File: config.mk
export PLATFORM = sky130hd
export DESIGN_NAME = xls_deskew_top
export DESIGN_NICKNAME = d
export VERILOG_FILES = /design/src/inc/xls_pkg.sv /design/src/rtl/xls_deskew_top.sv /design/src/rtl/xls_lane_sync.sv
export SDC_FILE = /design/constraint.sdc
export NUM_CORES = 2
export LEC_CHECK = 0
export BUFFER_PORTS_ARGS = -buffer_cell sky130_fd_sc_hd__buf_2
export CORE_ASPECT_RATIO = 0.9
export CORE_MARGIN = 2
export CORE_UTILIZATION = 58
export DETAILED_ROUTE_END_ITERATION = 6
export PLACE_DENSITY_LB_ADDON = 0.05
export RECOVER_POWER = 50
export SKIP_CTS_REPAIR_TIMING = 1
export SYNTH_ARGS = -nofsm -noshare
export SYNTH_HDL_FRONTEND = slang
export SYNTH_SLANG_ARGS = --single-unit
File: constraint.sdc
create_clock -name clock -period 6.2 [get_ports clock]
set_input_delay 0.93 -clock clock [delete_from_list [all_inputs] [get_ports clock]]
set_output_delay 0.93 -clock clock [all_outputs]
set_load 0.1 [all_outputs]
File: src/inc/xls_pkg.sv
// Shared constants, codes and state types for the lane sync and deskew block.
package xls_pkg;

  // ****************************************************************
  // Geometry
  // ****************************************************************
  localparam int LANES      = 4;
  localparam int FIFO_DEPTH = 32;
  localparam int ENTRY_W    = 11;
  localparam int E_CTL      = 8;
  localparam int E_ERR      = 9;
  localparam int E_DISP     = 10;
  localparam logic [1:0] GOOD_LAST = 2'h3;

  // ****************************************************************
  // Code values
  // ****************************************************************
  localparam logic [7:0] CODE_ALIGN = 8'h7C;
  localparam logic [7:0] CODE_SYNC  = 8'hBC;
  localparam logic [7:0] CODE_TERM  = 8'hFD;
  localparam logic [7:0] CODE_ERROR = 8'hFE;
  localparam logic [7:0] CODE_IDLE  = 8'h07;
  localparam logic [31:0] LF_DATA   = 32'h0100_009C;
  localparam logic [3:0]  LF_CTL    = 4'h1;

  // ****************************************************************
  // Register map
  // ****************************************************************
  localparam int ADDR_W = 8;
  localparam logic [ADDR_W-1:0] OFS_STATUS  = 8'h00;
  localparam logic [ADDR_W-1:0] OFS_CONTROL = 8'h04;
  localparam int ST_LOCK_LSB   = 0;
  localparam int ST_DESKEW_BIT = 4;
  localparam int ST_LF_BIT     = 5;
  localparam int CT_FORCE_BIT  = 0;
  localparam int CT_EOP_BIT    = 1;
  localparam logic [31:0] CTRL_RESET = 32'h0000_0002;

  // ****************************************************************
  // State types
  // ****************************************************************
  typedef enum logic [2:0] {
    state_a, acq_first_state, acq_second_state, acq_third_state,
    sync_state, miss_first_state, miss_second_state, miss_third_state
  } xls_lane_state_type;

  typedef enum logic [2:0] {
    unaligned_state, detect_first_state, detect_second_state,
    detect_third_state, aligned_state, fail_first_state,
    fail_second_state, fail_third_state
  } xls_col_state_type;

  // True when an entry carries the given control code.
  function automatic logic xls_is_code(input logic [ENTRY_W-1:0] e,
                                       input logic [7:0] code);
    return e[E_CTL] && (e[7:0] == code);
  endfunction : xls_is_code

endpackage : xls_pkg

File: src/rtl/xls_deskew_top.sv
// Lane sync, column deskew, fault insertion and APB status for one channel.
`timescale 1ns/1ps
module xls_deskew_top
#(
  parameter int DEPTH = xls_pkg::FIFO_DEPTH
)
(
  input  wire logic                       clock,
  input  wire logic                       nrst,
  input  wire logic                       psel,
  input  wire logic                       penable,
  input  wire logic                       pwrite,
  input  wire logic [xls_pkg::ADDR_W-1:0] paddr,
  input  wire logic [31:0]                pwdata,
  output logic [31:0]                     prdata,
  output logic                            pready,
  output logic                            pslverr,
  input  wire logic [31:0]                lane_data,
  input  wire logic [xls_pkg::LANES-1:0]  lane_ctl,
  input  wire logic [xls_pkg::LANES-1:0]  lane_code_err,
  input  wire logic [xls_pkg::LANES-1:0]  lane_disp_err,
  input  wire logic [xls_pkg::LANES-1:0]  lane_comma,
  output logic [xls_pkg::LANES-1:0]       lane_realign_en,
  output logic [xls_pkg::LANES-1:0]       lane_locked_flag,
  output logic                            lanes_deskewed_flag,
  output logic                            local_fault_latched,
  output logic [31:0]                     rxd,
  output logic [xls_pkg::LANES-1:0]       rxc
);
  import xls_pkg::*;

  localparam int AW = $clog2(DEPTH);
  localparam logic [AW:0] DEPTH_W = (AW+1)'(DEPTH);

  // ****************************************************************
  // Lane synchronisation
  // ****************************************************************
  xls_lane_state_type lane_state [LANES];
  logic [LANES-1:0]   lane_err;
  logic [LANES-1:0]   lane_state_a;

  assign lane_err = lane_code_err | lane_disp_err;

  // Each lane is its own instance of this module, all sharing the one nrst reset.
  for (genvar i = 0; i < LANES; i++)
  begin : g_lane
    xls_lane_sync u_sync
    (
      .clock       (clock),
      .nrst        (nrst),
      .comma_found (lane_comma[i]),
      .code_err    (lane_err[i]),
      .state_reg   (lane_state[i]),
      .locked_reg  (lane_locked_flag[i]),
      .realign_reg (lane_realign_en[i])
    );
    assign lane_state_a[i] = lane_state[i] == state_a;
  end

  // ****************************************************************
  // Receive FIFOs
  // ****************************************************************
  // Every lane writes one code per clock; only the read side moves
  // independently, which is what absorbs the skew between lanes.
  logic [ENTRY_W-1:0] fifo_mem [LANES][DEPTH];
  logic [AW:0]        wr_ptr_reg;
  logic [AW:0]        rd_ptr_reg [LANES];
  logic [ENTRY_W-1:0] head [LANES];
  logic [LANES-1:0]   nonempty;
  logic [LANES-1:0]   full;
  logic [LANES-1:0]   head_a;
  logic [LANES-1:0]   pop;
  logic               col_pop;
  logic               col_any_a;
  logic               col_all_a;
  xls_col_state_type  col_state_reg;
  xls_col_state_type  col_state_next;

  always_ff @(posedge clock)
  begin
    for (int i = 0; i < LANES; i++)
      fifo_mem[i][wr_ptr_reg[AW-1:0]] <= {lane_disp_err[i], lane_err[i],
                                          lane_ctl[i], lane_data[8*i +: 8]};
  end

  always_ff @(posedge clock or negedge nrst)
  begin
    if (!nrst)
      wr_ptr_reg <= '0;
    else
      wr_ptr_reg <= wr_ptr_reg + 1'b1;
  end

  always_comb
  begin
    for (int i = 0; i < LANES; i++)
    begin
      head[i]     = fifo_mem[i][rd_ptr_reg[i][AW-1:0]];
      nonempty[i] = wr_ptr_reg != rd_ptr_reg[i];
      full[i]     = (wr_ptr_reg - rd_ptr_reg[i]) == DEPTH_W;
      head_a[i]   = nonempty[i] && xls_is_code(head[i], CODE_ALIGN);
    end
  end

  // While unaligned a lane parks on its /A/ until the others catch up;
  // a full lane is drained anyway so a lone /A/ cannot wedge it.
  always_comb
  begin
    if (col_state_reg == unaligned_state && !(&head_a))
      pop = (nonempty & ~head_a) | full;
    else
      pop = {LANES{&nonempty}};
  end

  assign col_pop   = &pop;
  assign col_any_a = col_pop && (|head_a);
  assign col_all_a = col_pop && (&head_a);

  always_ff @(posedge clock or negedge nrst)
  begin
    if (!nrst)
      for (int i = 0; i < LANES; i++)
        rd_ptr_reg[i] <= '0;
    else
      for (int i = 0; i < LANES; i++)
        if (pop[i])
          rd_ptr_reg[i] <= rd_ptr_reg[i] + 1'b1;
  end

  // ****************************************************************
  // Column deskew machine
  // ****************************************************************
  // Any column holding an /A/ is taken as a gap column; a partial one is
  // the deskew error.
  always_comb
  begin
    col_state_next = col_state_reg;
    unique case (col_state_reg)
      unaligned_state:
        if (col_all_a) col_state_next = detect_first_state;
      detect_first_state, detect_second_state, detect_third_state:
        if (col_all_a)
          col_state_next = xls_col_state_type'(col_state_reg + 3'h1);
        else if (col_any_a)
          col_state_next = unaligned_state;
      aligned_state:
        if (col_any_a && !col_all_a)
          col_state_next = fail_first_state;
      fail_first_state, fail_second_state, fail_third_state:
        if (col_all_a)
          col_state_next = aligned_state;
        else if (col_any_a)
          col_state_next = (col_state_reg == fail_third_state)
                         ? unaligned_state
                         : xls_col_state_type'(col_state_reg + 3'h1);
    endcase
    if (|lane_state_a)
      col_state_next = unaligned_state;
  end

  always_ff @(posedge clock or negedge nrst)
  begin
    if (!nrst)
    begin
      col_state_reg       <= unaligned_state;
      lanes_deskewed_flag <= 1'b0;
    end
    else
    begin
      col_state_reg       <= col_state_next;
      lanes_deskewed_flag <= col_state_next >= aligned_state;
    end
  end

  // ****************************************************************
  // Receive output
  // ****************************************************************
  // One column is held back so that a disparity error caught by the end
  // code can still poison the data before it.
  logic [ENTRY_W-1:0] hold_reg [LANES];
  logic               eop_bad;
  logic               fault_now;
  logic [31:0]        ctrl_reg;
  logic [31:0]        rxd_next;
  logic [LANES-1:0]   rxc_next;

  always_comb
  begin
    eop_bad = 1'b0;
    for (int i = 0; i < LANES; i++)
      if (col_pop && head[i][E_DISP] && head[i][E_CTL] &&
          (head[i][7:0] inside {CODE_ALIGN, CODE_SYNC, CODE_TERM}))
        eop_bad = ctrl_reg[CT_EOP_BIT];
  end

  assign fault_now = !(&lane_locked_flag) || !lanes_deskewed_flag;

  always_comb
  begin
    rxd_next = {LANES{CODE_IDLE}};
    rxc_next = '1;
    if (fault_now || ctrl_reg[CT_FORCE_BIT])
    begin
      rxd_next = LF_DATA;
      rxc_next = LF_CTL;
    end
    else if (col_pop)
      for (int i = 0; i < LANES; i++)
      begin
        // Sequence sets and remote faults pass here untouched.
        rxd_next[8*i +: 8] = hold_reg[i][7:0];
        rxc_next[i]        = hold_reg[i][E_CTL];
        if (hold_reg[i][E_ERR] || (eop_bad && !hold_reg[i][E_CTL]))
        begin
          rxd_next[8*i +: 8] = CODE_ERROR;
          rxc_next[i]        = 1'b1;
        end
      end
  end

  always_ff @(posedge clock or negedge nrst)
  begin
    if (!nrst)
    begin
      rxd <= LF_DATA;
      rxc <= LF_CTL;
      for (int i = 0; i < LANES; i++)
        hold_reg[i] <= '0;
    end
    else
    begin
      rxd <= rxd_next;
      rxc <= rxc_next;
      if (col_pop)
        for (int i = 0; i < LANES; i++)
          hold_reg[i] <= head[i];
    end
  end

  // ****************************************************************
  // APB register slave
  // ****************************************************************
  logic        apb_access;
  logic        apb_done;
  logic        hit_status;
  logic        hit_control;
  logic [31:0] status_word;

  assign apb_access  = psel && penable && !pready;
  assign apb_done    = psel && penable && pready;
  assign hit_status  = paddr == OFS_STATUS;
  assign hit_control = paddr == OFS_CONTROL;

  always_comb
  begin
    status_word = '0;
    status_word[ST_LOCK_LSB +: LANES] = lane_locked_flag;
    status_word[ST_DESKEW_BIT]        = lanes_deskewed_flag;
    status_word[ST_LF_BIT]            = local_fault_latched;
  end

  // One wait state: data and error are loaded on the first access edge,
  // so they stand stable at the completing edge.
  always_ff @(posedge clock or negedge nrst)
  begin
    if (!nrst)
    begin
      pready  <= 1'b0;
      prdata  <= '0;
      pslverr <= 1'b0;
    end
    else
    begin
      pready  <= apb_access;
      pslverr <= apb_access && !hit_status && !hit_control;
      if (apb_access && !pwrite)
        prdata <= hit_status ? status_word
                : hit_control ? ctrl_reg : '0;
    end
  end

  always_ff @(posedge clock or negedge nrst)
  begin
    if (!nrst)
      ctrl_reg <= CTRL_RESET;
    else if (apb_done && pwrite && hit_control)
      ctrl_reg <= pwdata;
  end

  // Read of status clears the latch, but a fault in that cycle wins.
  always_ff @(posedge clock or negedge nrst)
  begin
    if (!nrst)
      local_fault_latched <= 1'b0;
    else if (fault_now)
      local_fault_latched <= 1'b1;
    else if (apb_done && !pwrite && hit_status)
      local_fault_latched <= 1'b0;
  end
endmodule : xls_deskew_top

File: src/rtl/xls_lane_sync.sv
// Code-group synchronisation machine for one serial lane.
`timescale 1ns/1ps
module xls_lane_sync
(
  input  wire logic                       clock,
  input  wire logic                       nrst,
  input  wire logic                       comma_found,
  input  wire logic                       code_err,
  output xls_pkg::xls_lane_state_type     state_reg,
  output logic                            locked_reg,
  output logic                            realign_reg
);
  import xls_pkg::*;

  xls_lane_state_type state_next;
  logic [1:0]         good_cnt_reg;
  logic               good_run;

  assign good_run = !code_err && (good_cnt_reg == GOOD_LAST);

  always_comb
  begin
    state_next = state_reg;
    unique case (state_reg)
      state_a:
        if (comma_found) state_next = acq_first_state;
      acq_first_state, acq_second_state, acq_third_state:
        if (code_err) state_next = state_a;
        else if (comma_found)
          state_next = (state_reg == acq_third_state) ? sync_state
                     : xls_lane_state_type'(state_reg + 3'h1);
      sync_state:
        if (code_err) state_next = miss_first_state;
      miss_first_state:
        if (code_err) state_next = miss_second_state;
        else if (good_run) state_next = sync_state;
      miss_second_state:
        if (code_err) state_next = miss_third_state;
        else if (good_run) state_next = miss_first_state;
      miss_third_state:
        if (code_err) state_next = state_a;
        else if (good_run) state_next = miss_first_state;
    endcase
  end

  always_ff @(posedge clock or negedge nrst)
  begin
    if (!nrst)
    begin
      state_reg   <= state_a;
      locked_reg  <= 1'b0;
      realign_reg <= 1'b1;
    end
    else
    begin
      state_reg   <= state_next;
      locked_reg  <= state_next >= sync_state;
      realign_reg <= state_next == state_a;
    end
  end

  // The run counter restarts on any state change, so each miss state
  // counts its own four good codes from entry.
  always_ff @(posedge clock or negedge nrst)
  begin
    if (!nrst)
      good_cnt_reg <= 2'h0;
    else if (code_err || state_next != state_reg)
      good_cnt_reg <= 2'h0;
    else
      good_cnt_reg <= good_cnt_reg + 2'h1;
  end
endmodule : xls_lane_sync

Yosys cells after proc, flatten, opt, wreduce, memory -nomap -nowiden
Memory sizes are Yosys's and may differ from the RTL's.
Cells that the tools add are included.
- $add $sub $neg: 18
- order comparisons: 11
- eq/ne operators: 64
- multiplexer cells: 92
- bitwise operators: 9
- reductions and logical operators: 96
- operators with widths (kind ; count):
    $bmux W11 S5 ; 4
    $mux W3 ; 48
    $mux W32 ; 4
    $mux W11 ; 9
    $pmux W3 S6 ; 4
    $eq A8 B8 Y1 const B ; 8
    $eq A3 B3 Y1 const B ; 20
    $demux W11 S5 ; 1
    $logic_and A1 B1 Y1 ; 43
    $eq A8 B7 Y1 const B ; 4
    $mux W8 ; 4
    $add A6 B1 Y6 const B ; 5
    $eq A3 B2 Y1 const B ; 10
    $ge A6 B6 Y1 const B ; 5
    $not A5 Y6 ; 5
    $logic_not A3 Y1 ; 9
    $eq A6 B6 Y1 const B ; 4
    $ne A6 B6 Y1 ; 4
    $sub A6 B6 Y6 ; 4
    $reduce_or A3 Y1 ; 6
    $logic_not A1 Y1 ; 16
    $reduce_and A4 Y1 ; 4
    $add A3 B1 Y3 const B ; 5
    $eq A3 B1 Y1 const B ; 5
    other kinds (18) ; 59
- register bits after elaboration: 205
- memory bits (writable): 1408
- input bits: 93
- output and inout bits: 80
- word-level logic and storage cells: 325
- memories kept: 1
- memories (memory ; words ; width ; read ports ; clocked after Yosys merged registers in ; write ports ; line ; RTL):
    fifo_mem ; 4 ; 352 ; 4 ; 0 ; 4 ; xls_deskew_top.sv:65 ; logic [ENTRY_W-1:0] fifo_mem [LANES][DEPTH];

Longest topological paths before layout
- depth in word-level cells: 24
- gate-level depth with buffers: 20
- gate-level depth less buffers: 14

Modules after synthesis
Synthesis repeated with hierarchy kept, for this count alone.
- cell total of the unflattened synthesis: 3453
- area, all modules: 64594.5 sq um
- modules (own cells, without submodules) (module ; instances ; cells each ; area each (sq um) ; seq. area each (sq um)):
    xls_deskew_top ; 1 ; 3169 ; 62127.1 ; 46693.5
    xls_lane_sync ; 4 ; 71 ; 616.8 ; 151.4

Worst setup path before layout
No wires, ideal clock.
- path kind: flip-flop to flip-flop
- start: register wr_ptr_reg[1]
- end: memory fifo_mem[0][264] in the netlist's numbering, enable pin
- library setup time: 500 ps
- arrival: 3829 ps
- slack: 1871 ps
- stages on the path, launching flop included: 4
- path buffers: 0
- period minus slack after synthesis: 4329 ps
- cells stage by stage: dfrtp_1 ha_1 nand2_1 nor3_1
- RTL lines (item ; line ; RTL):
    start, declared ; xls_deskew_top.sv:66 ; logic [AW:0] wr_ptr_reg;
    start signal, assigned ; xls_deskew_top.sv:91 ; wr_ptr_reg <= wr_ptr_reg + 1'b1;
    end, declared ; xls_deskew_top.sv:65 ;

Final worst setup path
- start: register rd_ptr_reg[3] in the netlist's numbering
- end: register rxd[17]
- word-level cells in the longest chain between the ends: 24
- ends and longest elaborated chain (item ; line ; RTL):
    start, declared ; xls_deskew_top.sv:67 ; logic [AW:0] rd_ptr_reg [LANES];
    start signal, assigned by index ; xls_deskew_top.sv:127 ; rd_ptr_reg[i] <= rd_ptr_reg[i] + 1'b1;
    $not A5 Y6 (implied by the code) ; xls_deskew_top.sv:98 ; head[i] = fifo_mem[i][rd_ptr_reg[i][AW-1:0]];
    $bmux W11 S5 ; xls_deskew_top.sv:98 ;
    $mux W11 (implied by the code) (2 in a row) ; xls_deskew_top.sv:98 ;
    $eq A8 B7 Y1 ; xls_pkg.sv:56, xls_deskew_top.sv:192 ;
    $logic_and A1 B1 Y1 ; xls_pkg.sv:56 ; return e[E_CTL] && (e[7:0] == code);
    $logic_and A1 B1 Y1 ; xls_deskew_top.sv:101 ; head_a[i] = nonempty[i] && xls_is_code(head[i], CODE_ALIGN);
    $reduce_and A4 Y1 / $not A4 Y4 (equally long branches) ; xls_deskew_top.sv:109, xls_deskew_top.sv:110 ;
    $logic_not A1 Y1 / $and A4 B4 Y4 (equally long branches) ; xls_deskew_top.sv:109, xls_deskew_top.sv:110 ;
    (+3 left out) ; -- ;
    $logic_and A1 B1 Y1 (3 in a row) ; xls_deskew_top.sv:191 ; if (col_pop && head[i][E_DISP] && head[i][E_CTL] &&
    $mux W1 (4 in a row) ; xls_deskew_top.sv:191 ;
    $logic_and A1 B1 Y1 ; xls_deskew_top.sv:213 ; if (hold_reg[i][E_ERR] || (eop_bad && !hold_reg[i][E_CTL]))
    $logic_or A1 B1 Y1 ; xls_deskew_top.sv:213 ;
    $mux W8 ; xls_deskew_top.sv:213 ;
    $mux W32 * ; xls_deskew_top.sv:207 ; else if (col_pop)
    $mux W32 * ; xls_deskew_top.sv:202 ; if (fault_now || ctrl_reg[CT_FORCE_BIT])
    named net rxd_next[17] ; xls_deskew_top.sv:184 ; logic [31:0] rxd_next;
    end signal, assigned ; xls_deskew_top.sv:232 ; rxd <= rxd_next;
    end, declared ; xls_deskew_top.sv:27 ; output logic [31:0] rxd,
Mark *: on every way through the listed nets, which the timed path passes. The rest lies on a longest branch. The select of a mux whose other input is x is not followed.
A chain may end at the register's enable or synchronous reset.

==> out/qor.csv <==
metric;value;unit
status;complete, but fails checks;
violations;capacitance limit, slew limit;
slowest_stage;nor2b_1;
r2r_slack;520;ps
rr_endpoint;rxd[17]$_DFF_PN0_;
largest_register_ffs;1408;
fin_crit;5675;ps
ys_types;81;
coreArea;0.1095;sq mm
routedWlPerCell;31.59;um
area_growth;11.65;%
wl_met3;14530;um
fmax;176.2;MHz
synth_nets;3591;
wl_met2;78390;um
placed_cells;5000;
overflow;0;
yosysSeqAreaShare;73.80;%
grt_max_degree;110;
antenna_found_initial;3;
yosysMostFrequentCell;edfxtp_1;
root_buffer;clkbuf_16;
cts_buffers;157;
nNetsFinal;3852;
grt_usage;29.89;%
worst-path-buf-inv;2;
worstReg2RegStart;rd_ptr_reg[3]$_DFFE_PN0N_;
tritoncts;yes;
drt-met1-wl;69020;um
slew-limit-headroom;-239.0;%
fin_cells;5286;
num_rows;115;
clock_sinks;1608;
ys_warn_count;0;
crit_arrival;6370;ps
setup_violations;0;
holdPathEnd;ctrl_reg[1]$_DFFE_PN1P_;
vias;35000;
initial_core_util;58.53;%
top_layer;met5;
period_share;91.54;%
htree_levels;4;
wl;167000;um
rr_worst_depth;12;
vias_per_cell;6.621;
min_path_cells;3;
synth-seq-cells;1608;
path_cells;nor2b_1, a2111oi_0, a2111oi_0, nand4_1, nor3_1, nand4_1, and4_1, or2_2, inv_2, buf_4, nor2_2, a21oi_1;
cpLargestDelayFamily;simple AND/OR/NAND/NOR gates;
slowest_delay;1150;ps
cts.path.max_buffers;3;
syn_inst;3436;
die_area;0.1132;sq mm
fill_cells;7337;
p_leak;23.97;nW
dr.pass1.iters;6;
grt_pass1_wl;241900;um
gp_congestion;0.8818;
drive_gt1_share;21.09;%
hold_path_class;in2reg;
clk_latency;790;ps
io_pins;173;
utilization;65.35;%
die_h;319.4;um
synth_edf_count;1408;
path_class;reg2reg;
rsz0062_at_grt;no;
async_reset_ff_share;12.44;%
synthTopCellsByArea;edfxtp_1 66%, mux4_2 9.1%, dfrtp_1 7.4%, mux2i_1 3.3%, ha_1 1.2%;
avgSynthCellArea;18.65;sq um
hpwl;96430;um
yosys.area.top_type;edfxtp_1;
io_buffers;172;
antenna_left;0;
synth.top_cell.area_share;65.97;%
drtIter0Drc;4570;
route.detailed.drc;0;
end_kind;flop;
crit_required;6900;ps
worst_pin_slew;5084;ps
grt_pass1_vias;34930;
p_per_area;410.1;mW/mm^2
hold_viol;0;
tns;0;ps
cts.reportedPaths.clkPinSlew;70;ps
finalMaxSlewViolations;139;
min_from;pwdata[1];
skew;42.18;ps
synth_area;0.06409;sq mm
path_max_fanout;24;
ys_top_cells_by_count;1,408 x edfxtp_1, 260 x mux4_2, 213 x mux2i_1, 189 x dfrtp_1, 188 x nand2_1;
die_w;354.4;um
multiInputGateArea;0.01577;sq mm
cap_violations;4;
peakVddDrop;302.6;uV
start_kind;flop;
ys.flop_type;edfxtp_1;
seqCellArea;0.04732;sq mm
routing by layer:
layer  GRT usage, %  up-vias
li1               -    14390
met1          44.56    18430
met2          46.03     1850
met3          4.835      334
met4          9.360        2
met5              0        -
through the flow:
step	power, mW	area, sq um	worst slack (ps)	hold WS, ps
6_report	29.34	71550	524.8	371.8
4_1_cts	29.38	71670	742.0	170.2
3_3_place_gp	20.22	66870	973.3	418.5
3_5_place_dp	20.42	66870	789.8	425.2
5_1_grt	30.44	71550	343.7	353.5
2_1_floorplan	18.20	64090	1871	408.3
cell usage in the layout (no fill, tap or decap), types with 28 or more instances in the layout:
cell type | synthesis | final
xnor2_1 | 29 | 29
nand3_1 | 32 | 32
o21ai_0 | 63 | 63
nor3_1 | 30 | 30
mux4_2 | 260 | 260
inv_1 | 58 | 58
buf_2 | 38 | 131
buf_4 | 38 | 91
o21a_1 | 28 | 28
clkbuf_1 | 64 | 103
mux2i_1 | 213 | 213
clkbuf_16 | 0 | 160
a22oi_1 | 59 | 59
a21oi_1 | 83 | 83
nor2_1 | 123 | 97
o221ai_1 | 48 | 48
nand2_1 | 188 | 188
a22o_1 | 39 | 39
edfxtp_1 | 1408 | 1408
mux2_2 | 47 | 47
ha_1 | 62 | 62
clkinv_1 | 3 | 28
dfrtp_1 | 189 | 179
final cells by class:
cell class | count | area share, %
antenna | 3 | 0.01049
clock buffer | 225 | 6.034
clock inverter | 58 | 0.6715
inverter | 64 | 0.3357
multi-input combinational | 1595 | 22.03
sequential | 1608 | 66.14
tap | 1462 | 2.556
timing repair buffer | 271 | 2.219
how the worst max path moves through the flow:
stage / startpoint / depth (start not counted) / endpoint / slack (ps)
finish: rd_ptr_reg[3]$_DFFE_PN0N_ / 12 / rxd[17]$_DFF_PN0_ / 520
global route: nrst / 1 / g_lane[3].u_sync.locked_reg$_DFF_PN0_ / 340
CTS: rd_ptr_reg[3]$_DFFE_PN0N_ / 12 / rxd[17]$_DFF_PN0_ / 740
detailed placement: rd_ptr_reg[3]$_DFFE_PN0N_ / 12 / rxd[17]$_DFF_PN0_ / 790
global placement: rd_ptr_reg[3]$_DFFE_PN0N_ / 12 / rxd[17]$_DFF_PN0_ / 970
floorplan: wr_ptr_reg[1]$_DFF_PN0_ / 3 / fifo_mem[0][264]$_DFFE_PP_ / 1870
cell families after synthesis:
| kind of cell | after synthesis | synth area share, % |
|---|---|---|
| buffers and inverters | 233 | 1.904 |
| xor gates and xnor gates | 43 | 0.5876 |
| and+or+nand+nor | 484 | 3.463 |
| AOI/OAI and AO/OA | 479 | 5.455 |
| adders and majority gates | 62 | 1.210 |
| DFF | 1608 | 73.80 |
| muxes | 527 | 13.58 |
tightest hold or removal path, cell delays in order:
cell and delay (ps):
buf_2 80, nand2_1 30, o21ai_0 70
report_power, final:
group          total, mW  switching [mW]  internal, mW
Combinational       7.42            4.26          3.16
Clock               9.05            3.92          5.13
Sequential          12.9           0.776          12.1
Total               29.3            8.95          20.4
(Power assumes the default switching activity.)
